[src/core/sspc_pkg.sv]
// Purpose: Shared types and constants for the sleep-state power control block
// Assumes: One 20 MHz clock, synchronous active-high reset
// Notes:   All platform outputs except wake_honoured_out are active low
package sspc_pkg;

   // ----------------------------------------
   // Sleep states requested by the sequencer
   // ----------------------------------------
   typedef enum logic [2:0] {
      SSPC_S0 = 3'h0,
      SSPC_S3 = 3'h3,
      SSPC_S4 = 3'h4,
      SSPC_S5 = 3'h5
   } sspc_sleep_t;

   // ----------------------------------------
   // Deep-sleep handshake states, one-hot
   // ----------------------------------------
   typedef enum logic [3:0] {
      SSPC_RUN    = 4'h1,
      SSPC_WARN   = 4'h2,
      SSPC_DEEP   = 4'h4,
      SSPC_RESUME = 4'h8
   } sspc_deep_t;

   // Active-low plane controls carried together
   typedef struct packed {
      logic idle_light_load_n;
      logic suspend_ram_power_n;
      logic suspend_disk_power_n;
      logic soft_off_power_n;
   } sspc_planes_t;

   localparam sspc_planes_t SSPC_PLANES_RST = 4'hf;
   localparam logic         SSPC_DEASSERT   = 1'b1;

endpackage

[src/core/sspc_top.sv]
// Purpose: Sleep-state plane controls and deep-sleep warn/acknowledge handshake
// Assumes: Sleep state, idle and C10 come from same-clock logic
// Notes:   Acknowledge is a pin and is synchronised
module sspc_top (
   input  wire logic                 core_clk_in,
   input  wire logic                 rst_in,
   input  wire sspc_pkg::sspc_sleep_t sleep_state_in,
   input  wire logic                 ctrl_idle_in,
   input  wire logic                 cpu_c10_in,
   input  wire logic                 deep_sleep_enable_in,
   input  wire logic                 deep_sleep_request_in,
   input  wire logic                 wake_event_in,
   input  wire logic                 suspend_acknowledge_n_in,
   output logic                      idle_light_load_n_out,
   output logic                      suspend_ram_power_n_out,
   output logic                      suspend_disk_power_n_out,
   output logic                      soft_off_power_n_out,
   output logic                      deep_sleep_indication_n_out,
   output logic                      suspend_warning_n_out,
   output logic                      wake_honoured_out
);

   // ----------------------------------------
   // Acknowledge pin synchroniser
   // ----------------------------------------
   logic ack_n;

   sspc_sync u_ack_sync (
      .core_clk_in (core_clk_in),
      .rst_in      (rst_in),
      .d_in        (suspend_acknowledge_n_in),
      .q_out       (ack_n)
   );

   // ----------------------------------------
   // Plane decode
   // ----------------------------------------
   sspc_pkg::sspc_planes_t next_planes;
   sspc_pkg::sspc_deep_t   state;
   sspc_pkg::sspc_deep_t   next_state;
   wire in_s3  = (sleep_state_in == sspc_pkg::SSPC_S3);
   wire in_s4  = (sleep_state_in == sspc_pkg::SSPC_S4);
   wire in_s5  = (sleep_state_in == sspc_pkg::SSPC_S5);
   wire in_s0  = !(in_s3 || in_s4 || in_s5);
   wire ack_ok = (ack_n == suspend_warning_n_out);

   assign next_planes.idle_light_load_n    = !(in_s0 && ctrl_idle_in && cpu_c10_in);
   assign next_planes.suspend_ram_power_n  = !(in_s3 || in_s4 || in_s5);
   assign next_planes.suspend_disk_power_n = !(in_s4 || in_s5);
   assign next_planes.soft_off_power_n     = !in_s5;

   // ----------------------------------------
   // Deep-sleep handshake
   // ----------------------------------------
   wire want_deep = deep_sleep_enable_in && deep_sleep_request_in && !in_s0;
   wire block_wake = !suspend_warning_n_out && ack_n;

   always_comb begin
      next_state = state;
      case (state)
         sspc_pkg::SSPC_RUN: begin
            if (want_deep) begin
               next_state = sspc_pkg::SSPC_WARN;
            end
         end
         sspc_pkg::SSPC_WARN: begin
            if (!want_deep || wake_event_in) begin
               next_state = sspc_pkg::SSPC_RESUME;
            end else if (ack_ok) begin
               next_state = sspc_pkg::SSPC_DEEP;
            end
         end
         sspc_pkg::SSPC_DEEP: begin
            if (!want_deep || wake_event_in) begin
               next_state = sspc_pkg::SSPC_RESUME;
            end
         end
         sspc_pkg::SSPC_RESUME: begin
            if (ack_ok) begin
               next_state = sspc_pkg::SSPC_RUN;
            end
         end
         default: next_state = sspc_pkg::SSPC_RUN;
      endcase
   end

   wire next_warn_n = !(next_state == sspc_pkg::SSPC_WARN ||
                        next_state == sspc_pkg::SSPC_DEEP);
   wire next_deep_n = (next_state != sspc_pkg::SSPC_DEEP);
   wire next_wake   = wake_event_in && !block_wake &&
                      (state != sspc_pkg::SSPC_RUN || !in_s0);

   // ----------------------------------------
   // Output registers
   // ----------------------------------------
   always_ff @(posedge core_clk_in) begin
      if (rst_in) begin
         state                       <= sspc_pkg::SSPC_RUN;
         idle_light_load_n_out       <= sspc_pkg::SSPC_PLANES_RST.idle_light_load_n;
         suspend_ram_power_n_out     <= sspc_pkg::SSPC_PLANES_RST.suspend_ram_power_n;
         suspend_disk_power_n_out    <= sspc_pkg::SSPC_PLANES_RST.suspend_disk_power_n;
         soft_off_power_n_out        <= sspc_pkg::SSPC_PLANES_RST.soft_off_power_n;
         deep_sleep_indication_n_out <= sspc_pkg::SSPC_DEASSERT;
         suspend_warning_n_out       <= sspc_pkg::SSPC_DEASSERT;
         wake_honoured_out           <= 1'b0;
      end else begin
         state                       <= next_state;
         idle_light_load_n_out       <= next_planes.idle_light_load_n;
         suspend_ram_power_n_out     <= next_planes.suspend_ram_power_n;
         suspend_disk_power_n_out    <= next_planes.suspend_disk_power_n;
         soft_off_power_n_out        <= next_planes.soft_off_power_n;
         deep_sleep_indication_n_out <= next_deep_n;
         suspend_warning_n_out       <= next_warn_n;
         wake_honoured_out           <= next_wake;
      end
   end
endmodule // sspc_top

[src/core/sspc_sync.sv]
// Purpose: Two-flop synchroniser for a pin level
// Assumes: Input is asynchronous to core_clk_in
// Notes:   First flop is read only by the second
module sspc_sync (
   input  wire logic core_clk_in,
   input  wire logic rst_in,
   input  wire logic d_in,
   output logic      q_out
);
   logic meta;

   always_ff @(posedge core_clk_in) begin
      if (rst_in) begin
         meta  <= sspc_pkg::SSPC_DEASSERT;
         q_out <= sspc_pkg::SSPC_DEASSERT;
      end else begin
         meta  <= d_in;
         q_out <= meta;
      end
   end
endmodule // sspc_sync

[config.mk]
export PLATFORM = sky130hd
export DESIGN_NAME = sspc_top
export DESIGN_NICKNAME = d
export VERILOG_FILES = /design/src/core/sspc_pkg.sv /design/src/core/sspc_top.sv /design/src/core/sspc_sync.sv
export SDC_FILE = /design/constraint.sdc
export NUM_CORES = 1
export LEC_CHECK = 0
export ABC_AREA = 1
export BUFFER_PORTS_ARGS = -buffer_cell sky130_fd_sc_hd__buf_4
export CAP_MARGIN = 20
export CORE_AREA = 2 2 39 41
export DETAILED_ROUTE_END_ITERATION = 7
export DIE_AREA = 0 0 41 43
export GPL_TIMING_DRIVEN = 1
export PLACE_DENSITY = 0.75
export SLEW_MARGIN = 20
export SYNTH_ARGS = -nofsm -noshare
export SYNTH_HDL_FRONTEND = slang
export SYNTH_SLANG_ARGS = --single-unit
[constraint.sdc]
create_clock -name core_clk_in -period 2.8 [get_ports core_clk_in]
set_input_delay 0.42 -clock core_clk_in [delete_from_list [all_inputs] [get_ports core_clk_in]]
set_output_delay 0.42 -clock core_clk_in [all_outputs]
set_load 0.02 [all_outputs]
; ---- Word-level counts from Yosys, hierarchy flattened
; Cells that the tools add are included.
[word_totals]
ff_bits = 13
input_bits = 11
output_inout_bits = 7
elab_cells = 49
[classes]
n_eq_ne = 12
muxes = 6
n_reduce_logical = 21
[ops]
columns = op, count
row1 = $mux W4, 5
row2 = $pmux W4 S4, 1
row3 = $eq A4 B2 Y1 const B, 2
row4 = $eq A4 B3 Y1 const B, 2
row5 = $logic_not A1 Y1, 8
row6 = $logic_and A1 B1 Y1, 7
row7 = $eq A3 B3 Y1 const B, 2
row8 = $logic_or A1 B1 Y1, 6
row9 = $eq A4 B1 Y1 const B, 1
row10 = $eq A4 B4 Y1 const B, 1
row11 = $ne A4 B1 Y1 const B, 1
row12 = $ne A4 B3 Y1 const B, 1
row13 = $eq A3 B2 Y1 const B, 1
row14 = $eq A1 B1 Y1, 1

; ---- Logic depth before layout (Yosys ltp)
; Gate-level depths: netlist (run 1).
[depth]
ltp_word = 11
ltp_mapped = 9
mapped_depth_nobuf = 9

; ---- By module
; A second synthesis (run 1) with hierarchy kept.
[unflattened]
cells_unflattened = 84
area_unflattened_um2 = 594.3
[modules_own_cells]
columns = module, n_inst, cells_each, area_each_um2, seq_area_each_um2
row1 = sspc_top, 1, 77, 535.5, 220.2
row2 = sspc_sync, 1, 7, 58.8, 40.0

; ---- Least setup slack after synthesis (run 1)
; No wires, ideal clock.
[synth_path]
path_type = flip-flop to flip-flop
start = register suspend_warning_n_out
end = register deep_sleep_indication_n_out
setup_ns = 0.125
arrival_time_ns = 1.232
required_time_ns = 2.675
path_slack_ns = 1.443
path_stages_with_launch = 10
n_path_buf = 0
period_less_slack_ns = 1.357
path_cell_list = dfxtp_1 > inv_1 > ha_1 > inv_1 > nand2_1 > nand4_1 > nand2_1 > inv_1 > nor2_2 > nand3_1
[synth_via]
elab_chain_cells = 5
elab_cells_between_ends = 6
cone_classes = eq/ne (2) / mux (4)
[synth_rtl]
columns = element, line
row1 = start: declaration, sspc_top.sv:19  ; output logic suspend_warning_n_out,
row2 = start signal: assignment, sspc_top.sv:104  ; suspend_warning_n_out <= sspc_pkg::SSPC_DEASSERT;
row3 = start signal: assignment, sspc_top.sv:113  ; suspend_warning_n_out <= next_warn_n;
row4 = $eq A1 B1 Y1 *, sspc_top.sv:45  ; wire ack_ok = (ack_n == suspend_warning_n_out);
row5 = $mux W4, sspc_top.sv:69  ; end else if (ack_ok) begin
row6 = $mux W4, sspc_top.sv:67  ; if (!want_deep || wake_event_in) begin
row7 = $pmux W4 S4 *, sspc_top.sv:60  ; case (state)
row8 = $ne A4 B3 Y1 *, sspc_top.sv:89  ; wire next_deep_n = (next_state != sspc_pkg::SSPC_DEEP);
row9 = end signal: assignment, sspc_top.sv:103  ; deep_sleep_indication_n_out <= sspc_pkg::SSPC_DEASSERT;
row10 = end signal: assignment, sspc_top.sv:112  ; deep_sleep_indication_n_out <= next_deep_n;
row11 = end: declaration, sspc_top.sv:18  ; output logic deep_sleep_indication_n_out,
; Every way passes the cells marked *; elsewhere a longest branch is shown, timed or not.
; A chain may end at the register's enable or synchronous reset.

; ---- Worst setup path after layout (run 1)
; Same ends and word-level chain as after synthesis.

==> run_results.csv, run 1 <==
group,metric,value,unit
synth,yosysTopAreaCellShare,45.6,%
synth,avgSynthCellArea,7.22,µm²
die,core-area,1380,µm²
global_route,antenna_found_initial,0,
die,die_area,1760,µm²
worst_setup_path,r2r_end,"deep_sleep_indication_n_out",
power,ir_drop,0.231,mV
clock_tree,root_buffer,"clkbuf_4",
min_path,whs_path_depth,2,
power,internal_power,0.268,mW
final_layout,nNetsFinal,113,
place,dp_hpwl,937,µm
routing,wl_per_cell,9.88,µm
timing,finClkSkew,0.00260,ns
clock_tree,postCtsSetupBuffers,0,
routing,ant_nets,0,
global_route,track_usage,16.1,%
routing,totalWireLength,1150,µm
clock_tree,htreeDepth,1,
worst_setup_path,start_kind,"flop",
power,p_sw,0.0864,mW
timing,maxSlewViolCount,0,
min_path,min_to,"u_ack_sync.meta",
synth,syn-instance-count,79,
global_route,grt_max_degree,8,
routing,drtIter0Drc,8,
die,fp.dieW,41,µm
timing,setup_ws,1.44,ns
synth,synth_area_leaders,"dfxtp_1 46%, nand2_1 13%, inv_1 7.9%",
power,switching_share,24.4,%
worst_setup_path,worst_r2r_path_depth,9,
final_layout,drive_above_1_share,33.0,%
routing,remaining_drc_errors,0,
synth,yosysTopAreaCell,"dfxtp_1",
worst_setup_path,r2r-start,"suspend_warning_n_out",
min_path,worstHoldStart,"suspend_acknowledge_n_in",
synth,netlist_area,571,µm²
global_route,grt_overflow,0,
min_path,min_path_type,"primary input to flop",
timing,max_clock_freq,737,MHz
synth,syn_nets,91,
synth,ys_seq_area_share,45.6,%
die,io-pin-count,18,
worst_setup_path,crit_path_end_kind,"flop",
power,p_leak,0.383,nW
final_layout,fin_util,53.8,%
die,die-height,43,µm
timing,period_share,48.5,%
worst_setup_path,critPathArrivalTime,1.51,ns
synth,synth_cell_types,14,
place,gp_congestion,0.884,
clock_tree,clock-sinks,13,
die,initial_utilization,41.2,%
power,pwr-share-seq,54.3,%
final_layout,diodes,0,
power,pwr_density_cell,476,nW/µm²
place,post-place-ws,1.47,ns
timing,hold_viol_final,0,
timing,tns,0,ns
final_layout,syn_to_final_growth,30.5,%
clock_tree,holdBufCountCts,0,
synth,synth_warnings,0,
clock_tree,clk_pin_slew,0.08,ns
die,rows,14,
timing,setup_viol,0,
worst_setup_path,worst-path-max-fanout,3,
clock_tree,cts_buffers,3,
clock_tree,worstSkewPairLatency,0.27,ns
worst_setup_path,crit_type,"flop to flop",
timing,min_period,1.36,ns
synth,ys_ff_latch,13,
outcome,status,"finished clean",
worst_setup_path,cp.required,2.95,ns
timing,rsz0062_at_grt,"no",
global_route,grt_pass1_vias,498,
final_layout,n_fill_cell,144,
global_route,grt_pass1_wl,1950,µm
timing,relSlewSlack,84.8,%
power,power_frac_comb,13.9,%
job,drv_cap,0,
routing,first_pass_iters,4,
routing,post_drt_via_cell_ratio,4.68,
clock_tree,post_cts_resized,0,
routing,vias,543,
timing,tightest_slew,0.226,ns
clock_tree,cts_tree,"done",
clock_tree,clockBufferDepth,2,
power,power.share.clock,31.8,%
worst_setup_path,r2r_setup_slack,1.44,ns
place,io_buffer_count,17,
[cell usage in the layout, fill, tap and decap left out, types with 2 or more instances in the layout]
cell	count
dfxtp_1	13
nand3_2	3
buf_4	17
nand2_1	20
nand3_1	3
clkbuf_4	3
nand2_2	2
inv_1	12
nand4_1	4
inv_2	3
nor2_1	11
nor2_2	3
or2_2	2
[final cells by class]
type	count	area (µm²)	area share, %
Clock buffer	4	26.3	3.53
Inverter	15	56.3	7.56
Multi-Input combinational cell	51	254	34.1
Sequential cell	13	260	35.0
Tap cell	16	20.0	2.69
Timing Repair Buffer	17	128	17.1
[sequential cells by signal, summed over array words and instances (netlist names)]
name                         cells
deep_sleep_indication_n_out      1
idle_light_load_n_out            1
soft_off_power_n_out             1
state                            4
suspend_disk_power_n_out         1
suspend_ram_power_n_out          1
suspend_warning_n_out            1
u_ack_sync.meta                  1
u_ack_sync.q_out                 1
wake_honoured_out                1
[power by group through the flow]
stage	Clock, mW	Sequential [mW]	Combinational [mW]
after floorplan	0	0.201	0.0221
after global routing	0.125	0.193	0.0550
after CTS	0.118	0.193	0.0496
after detailed placement	0	0.197	0.0495
final	0.113	0.193	0.0491
after global placement	0	0.197	0.0484
[synthesized netlist by cell type]
library cell / count
nor4_1: 1
inv_1: 12
nand4_1: 4
nand2_2: 2
ha_1: 1
nand3_2: 3
nand2_1: 20
nor2_1: 11
o21ai_0: 1
or2_2: 2
nand3_1: 3
inv_2: 3
nor2_2: 3
dfxtp_1: 13
[layer usage]
metal	track usage (%)	vias to the layer above	share of wire, %
met5	0	-	0
met2	25.3	10	55
met3	3.14	0	1.7
met4	8.00	0	0
met1	19.8	249	43
li1	-	284	-
[worst max path at each step]
stage / start / end / slack, ns / cells after the start
after floorplan: suspend_warning_n_out / deep_sleep_indication_n_out / 1.44 / 9
after global placement: sleep_state_in[2] / suspend_warning_n_out / 1.50 / 9
after detailed placement: suspend_warning_n_out / deep_sleep_indication_n_out / 1.47 / 9
after CTS: suspend_warning_n_out / deep_sleep_indication_n_out / 1.45 / 9
after global routing: suspend_warning_n_out / suspend_warning_n_out / 1.30 / 9
final: suspend_warning_n_out / deep_sleep_indication_n_out / 1.44 / 9
[per-stage QoR]
stage	hold WS (ns)	std cells	total power [mW]	cell area, µm²
floorplan	0.389	79	0.223	571
global placement	0.391	112	0.245	718
detailed placement	0.404	112	0.247	718
CTS	0.316	116	0.361	744
global route	0.323	116	0.373	744
finish	0.326	116	0.355	744
[logic make-up after synthesis]
logic type               count (synthesis)  share of synthesized area, %
flip-flops                              13                          45.6
buffers and inverters                   15                          9.87
AND/OR/NAND/NOR                         49                          41.4
adder cells (fa/ha/maj)                  1                          2.19
AO/OA/AOI/OAI                            1                         0.876
[worst max-delay path: stages (launching register included)]
cell	delay, ns
dfxtp_1	0.33
inv_1	0.05
ha_1	0.32
inv_1	0.08
nand2_1	0.06
nand4_1	0.09
nand2_1	0.06
inv_1	0.04
nor2_2	0.12
nand3_1	0.08
(Power assumes the default switching activity.)
==> run 2, diff against run 1 <==
--- a/config.mk
+++ b/config.mk
@@ -8,11 +8,10 @@
 export ABC_AREA = 1
 export BUFFER_PORTS_ARGS = -buffer_cell sky130_fd_sc_hd__buf_4
 export CAP_MARGIN = 20
-export CORE_AREA = 2 2 39 41
+export CORE_UTILIZATION = 42
 export DETAILED_ROUTE_END_ITERATION = 7
-export DIE_AREA = 0 0 41 43
 export GPL_TIMING_DRIVEN = 1
-export PLACE_DENSITY = 0.75
+export PLACE_DENSITY = 0.76
 export SLEW_MARGIN = 20
 export SYNTH_ARGS = -nofsm -noshare
 export SYNTH_HDL_FRONTEND = slang
==> constraint.sdc (replaced) <==
create_clock -name core_clk_in -period 1.13 [get_ports core_clk_in]
set_input_delay 0.1695 -clock core_clk_in [delete_from_list [all_inputs] [get_ports core_clk_in]]
set_output_delay 0.1695 -clock core_clk_in [all_outputs]
set_load 0.02 [all_outputs]
==> run_results.csv, run 2 (synthesis results as in run 1) <==
group,metric,value,unit
place,io_buffer_count,17,
final_layout,regArea,264,µm²
worst_setup_path,crit_path_end_kind,"flop",
worst_setup_path,start_kind,"flop",
final_layout,n_fill_cell,105,
timing,setup_viol,3,
timing,period_share,113,%
power,ir_drop,0.626,mV
routing,drtIter0Drc,18,
outcome,status,"complete, but fails checks",
min_path,min_path_type,"primary input to flop",
global_route,antenna_found_initial,0,
routing,first_pass_iters,4,
worst_setup_path,r2r_setup_slack,-0.14,ns
global_route,grt_pass1_wl,1870,µm
die,io-pin-count,18,
min_path,worstHoldStart,"suspend_acknowledge_n_in",
worst_setup_path,slowest_stage,"dfxtp_4",
final_layout,multi_input_area,287,µm²
clock_tree,cts_buffers,3,
worst_setup_path,worst-path-max-fanout,3,
clock_tree,cts_tree,"done",
power,pwr_density_cell,1130,nW/µm²
clock_tree,clk_pin_slew,0.07,ns
job,drv_cap,0,
timing,tightest_slew,0.243,ns
global_route,track_usage,19.1,%
worst_setup_path,crit_type,"flop to flop",
die,initial_utilization,48.1,%
timing,maxSlewViolCount,0,
clock_tree,clockBufferDepth,2,
die,die_area,1510,µm²
routing,totalWireLength,1190,µm
place,gp_congestion,0.802,
final_layout,fin_util,66.5,%
power,finalPower,0.891,mW
min_path,whs_path_depth,2,
worst_setup_path,critPathArrivalTime,1.43,ns
routing,wl_per_cell,10.4,µm
final_layout,top_register,"state",
routing,remaining_drc_errors,0,
global_route,busiest_layer,"met2",
clock_tree,clock-sinks,13,
final_layout,diodes,0,
routing,vias,559,
global_route,grt_overflow,0,
global_route,grt_util_met2,30.4,%
final_layout,drive_above_1_share,41.6,%
routing,post_drt_via_cell_ratio,4.86,
timing,tns,-0.375,ns
die,rows,12,
clock_tree,root_buffer,"clkbuf_4",
final_layout,mostFrequentLayoutCell,"nand2_1",
worst_setup_path,crit_chain,"inv_2 -> ha_4 -> inv_4 -> nand2_2 -> nand4_1 -> nand2_1 -> inv_2 -> nor2_4 -> nand3_2",
die,die-height,38.9,µm
timing,min_period,1.27,ns
final_layout,nNetsFinal,114,
global_route,grt_pass1_vias,488,
global_route,grt_max_degree,8,
timing,max_clock_freq,786,MHz
die,core-area,1190,µm²
global_route,use_met1,21.9,%
worst_setup_path,cp_common_cell,"inv_2",
clock_tree,htreeDepth,1,
die,fp.dieW,38.9,µm
timing,setup_ws,-0.142,ns
place,dp_hpwl,896,µm
final_layout,syn_to_final_growth,38.2,%
clock_tree,worstSkewPairLatency,0.28,ns
worst_setup_path,crit_path_max_incr_delay,0.35,ns
final_layout,final_cell_mix,"19 x nand2_1, 18 x buf_4, 12 x dfxtp_1",
min_path,min_to,"u_ack_sync.meta",
final_layout,largest_reg_flops,4,
power,p_leak,0.386,nW
timing,finClkSkew,0.00345,ns
worst_setup_path,worst_r2r_path_depth,9,
timing,rsz0062_at_grt,"yes",
timing,hold_viol_final,0,
worst_setup_path,r2r-start,"suspend_warning_n_out",
global_route,gr-usage-met3,5.20,%
routing,ant_nets,0,
outcome,violations,"negative setup slack",
clock_tree,holdBufCountCts,0,
timing,relSlewSlack,83.8,%
worst_setup_path,r2r_end,"deep_sleep_indication_n_out",
worst_setup_path,cp.required,1.29,ns
[run 2: cell types whose count changed in the layout (fill, tap and decap cells not counted), sizes merged]
| cell | previous run | this run |
|---|---|---|
| buf | 17 | 18 |
[run 2: report_power, final]
group	internal, mW	switching [mW]	leakage (nW)
clock network	0.137	0.148	0.0150
registers	0.471	0.00544	0.106
logic	0.0586	0.0705	0.264
total	0.667	0.224	0.386
[run 2: worst max path at each step]
| stage | cells past startpoint | slack [ns] | to | startpoint |
|---|---|---|---|---|
| floorplan | 9 | -0.09 | deep_sleep_indication_n_out | suspend_warning_n_out |
| global placement | 9 | -0.09 | deep_sleep_indication_n_out | suspend_warning_n_out |
| detailed placement | 9 | -0.13 | deep_sleep_indication_n_out | suspend_warning_n_out |
| CTS | 9 | -0.12 | deep_sleep_indication_n_out | suspend_warning_n_out |
| global route | 9 | -0.22 | suspend_warning_n_out | suspend_warning_n_out |
| finish | 9 | -0.14 | deep_sleep_indication_n_out | suspend_warning_n_out |
[run 2: per-stage QoR]
stage	std cells	worst slack [ns]	instance area, µm²	hold WS [ns]
floorplan	79	-0.0908	587	0.236
global placement	111	-0.0927	739	0.354
detailed placement	111	-0.133	739	0.357
CTS	115	-0.120	768	0.0691
global route	115	-0.222	788	0.0752
finish	115	-0.142	788	0.0717
[run 2: final cells by class]
type	instances	area share [%]
Clock buffer	4	3.33
Inverter	15	7.46
Multi-Input combinational cell	51	36.3
Sequential cell	13	33.5
Tap cell	14	2.22
Timing Repair Buffer	18	17.1
[run 2: what timing repair did]
action,in CTS,in global routing
pin swaps,3,3
hold endpoints to repair,0,0
setup buffers,0,0
resized for setup,1,6
setup endpoints to repair,3,4
[run 2: metal layers]
| layer | vias up | wire length (µm) |
|---|---|---|
| li1 | 284 | - |
| met1 | 253 | 532 |
| met2 | 17 | 574 |
| met3 | 5 | 55 |
| met4 | 0 | 29 |
| met5 | - | 0 |
[run 2: critical path, delay by kind of cell, from the launching register on]
family / cells / cell delay, ns
buffers and inverters: 3 / 0.13
flip-flops: 1 / 0.35
adder cells (fa/ha/maj): 1 / 0.27
AND/OR/NAND/NOR: 5 / 0.42
==> run 3, diff against run 2 <==
--- a/config.mk
+++ b/config.mk
@@ -9,9 +9,10 @@
 export BUFFER_PORTS_ARGS = -buffer_cell sky130_fd_sc_hd__buf_4
 export CAP_MARGIN = 20
 export CORE_UTILIZATION = 42
+export CTS_CLUSTER_SIZE = 14
 export DETAILED_ROUTE_END_ITERATION = 7
 export GPL_TIMING_DRIVEN = 1
-export PLACE_DENSITY = 0.76
+export PLACE_DENSITY = 0.82
 export SLEW_MARGIN = 20
 export SYNTH_ARGS = -nofsm -noshare
 export SYNTH_HDL_FRONTEND = slang
==> run_results.csv, run 3 (synthesis results as in run 1) <==
group,metric,value,unit
worst_setup_path,worst-path-max-fanout,3,
power,finalPower,0.880,mW
worst_setup_path,r2r_setup_slack,-0.08,ns
final_layout,largest_reg_flops,4,
worst_setup_path,r2r_end,"deep_sleep_indication_n_out",
place,gp_congestion,0.803,
timing,period_share,107,%
worst_setup_path,cp.required,1.28,ns
die,io-pin-count,18,
job,drv_cap,0,
timing,max_clock_freq,825,MHz
worst_setup_path,critPathArrivalTime,1.36,ns
final_layout,mostFrequentLayoutCell,"nand2_1",
clock_tree,htreeDepth,1,
die,rows,12,
clock_tree,postCtsSetupBuffers,0,
final_layout,diodes,0,
place,post-place-ws,-0.110,ns
clock_tree,root_buffer,"clkbuf_4",
timing,finClkSkew,0.000339,ns
timing,tns,-0.206,ns
worst_setup_path,worst_r2r_path_depth,9,
die,core-area,1190,µm²
timing,rsz0062_at_grt,"yes",
routing,totalWireLength,1250,µm
global_route,grt_overflow,0,
routing,wl_per_cell,10.9,µm
clock_tree,clockBufferDepth,2,
die,initial_utilization,48.1,%
min_path,worstHoldStart,"suspend_acknowledge_n_in",
power,pwr_density_cell,1140,nW/µm²
place,dpl_cell_area,739,µm²
clock_tree,holdBufCountCts,0,
timing,maxSlewViolCount,0,
worst_setup_path,r2r-start,"suspend_warning_n_out",
worst_setup_path,crit_path_max_incr_delay,0.35,ns
min_path,whs_path_depth,2,
clock_tree,cts_buffers,3,
timing,min_period,1.21,ns
clock_tree,clk_pin_slew,0.07,ns
global_route,grt_max_degree,8,
die,fp.dieW,38.9,µm
routing,remaining_drc_errors,0,
timing,setup_viol,3,
place,dp.cells,111,
final_layout,final_cells,115,
timing,setup_ws,-0.0820,ns
die,die_area,1510,µm²
place,dp_hpwl,1050,µm
worst_setup_path,slowest_stage,"dfxtp_4",
worst_setup_path,crit_type,"flop to flop",
timing,relSlewSlack,83.1,%
final_layout,final_cell_area,774,µm²
final_layout,syn_to_final_growth,35.7,%
routing,drtIter0Drc,5,
routing,ant_nets,0,
final_layout,nNetsFinal,114,
min_path,min_to,"u_ack_sync.meta",
die,die-height,38.9,µm
routing,first_pass_iters,4,
place,io_buffer_count,17,
outcome,status,"complete, but fails checks",
min_path,min_path_type,"primary input to flop",
power,ir_drop,0.828,mV
final_layout,top_register,"state",
global_route,antenna_found_initial,0,
global_route,grt_pass1_wl,1930,µm
power,p_leak,0.384,nW
worst_setup_path,start_kind,"flop",
timing,tightest_slew,0.252,ns
routing,post_drt_via_cell_ratio,4.82,
worst_setup_path,crit_path_end_kind,"flop",
clock_tree,cts_tree,"done",
final_layout,drive_above_1_share,40.6,%
global_route,grt_pass1_vias,519,
final_layout,final_cell_mix,"19 x nand2_1, 18 x buf_4, 11 x dfxtp_1",
clock_tree,clock-sinks,13,
worst_setup_path,crit_chain,"inv_2 -> ha_4 -> inv_4 -> nand2_2 -> nand4_1 -> nand2_1 -> inv_1 -> nor2_2 -> nand3_1",
clock_tree,worstSkewPairLatency,0.26,ns
routing,vias,554,
timing,hold_viol_final,0,
global_route,track_usage,19.0,%
final_layout,fin_util,65.3,%
timing,hold_slack,0.0846,ns
outcome,violations,"negative setup slack",
-- run 3: cell counts in the layout (fill, tap and decap cells not counted) --
No cell type changed its count.
-- run 3: area by class of cell --
type                            instances  area [µm²]
Fill cell                             104         412
Multi-Input combinational cell         51         272
Sequential cell                        13         265
Timing Repair Buffer                   18         135
Inverter                               15        58.8
Clock buffer                            4        26.3
Tap cell                               14        17.5
-- run 3: how the worst max path moves through the flow --
stage,start,to,slack [ns],depth (start not counted)
after floorplan,suspend_warning_n_out,deep_sleep_indication_n_out,-0.09,9
after global placement,suspend_warning_n_out,deep_sleep_indication_n_out,-0.07,9
after detailed placement,suspend_warning_n_out,deep_sleep_indication_n_out,-0.11,9
after CTS,suspend_warning_n_out,deep_sleep_indication_n_out,-0.09,9
after global routing,suspend_warning_n_out,suspend_warning_n_out,-0.18,9
final,suspend_warning_n_out,deep_sleep_indication_n_out,-0.08,9
-- run 3: report_power, final --
| group | switching (mW) | internal [mW] | total, mW |
|---|---|---|---|
| logic | 0.0720 | 0.0588 | 0.131 |
| registers | 0.00613 | 0.471 | 0.477 |
| clock network | 0.136 | 0.136 | 0.272 |
| total | 0.214 | 0.666 | 0.880 |
-- run 3: timing repair --
item / in CTS / in global routing
cloned: 0 / 0
gates resized for setup: 0 / 4
pin swaps: 3 / 2
endpoints found under the setup margin: 3 / 4
-- run 3: critical path: cells and delay by family (launching register included) --
kind / cells / cell delay (ns)
AND/OR/NAND/NOR: 5 / 0.35
flip-flops: 1 / 0.35
adder cells (fa/ha/maj): 1 / 0.27
buffers and inverters: 3 / 0.11
-- run 3: metal layers --
layer | track usage, % | part of all wire, %
met5 | 0 | 0
met4 | 10.3 | 1.4
met3 | 1.73 | 4.2
met2 | 36.3 | 55
met1 | 19.9 | 39
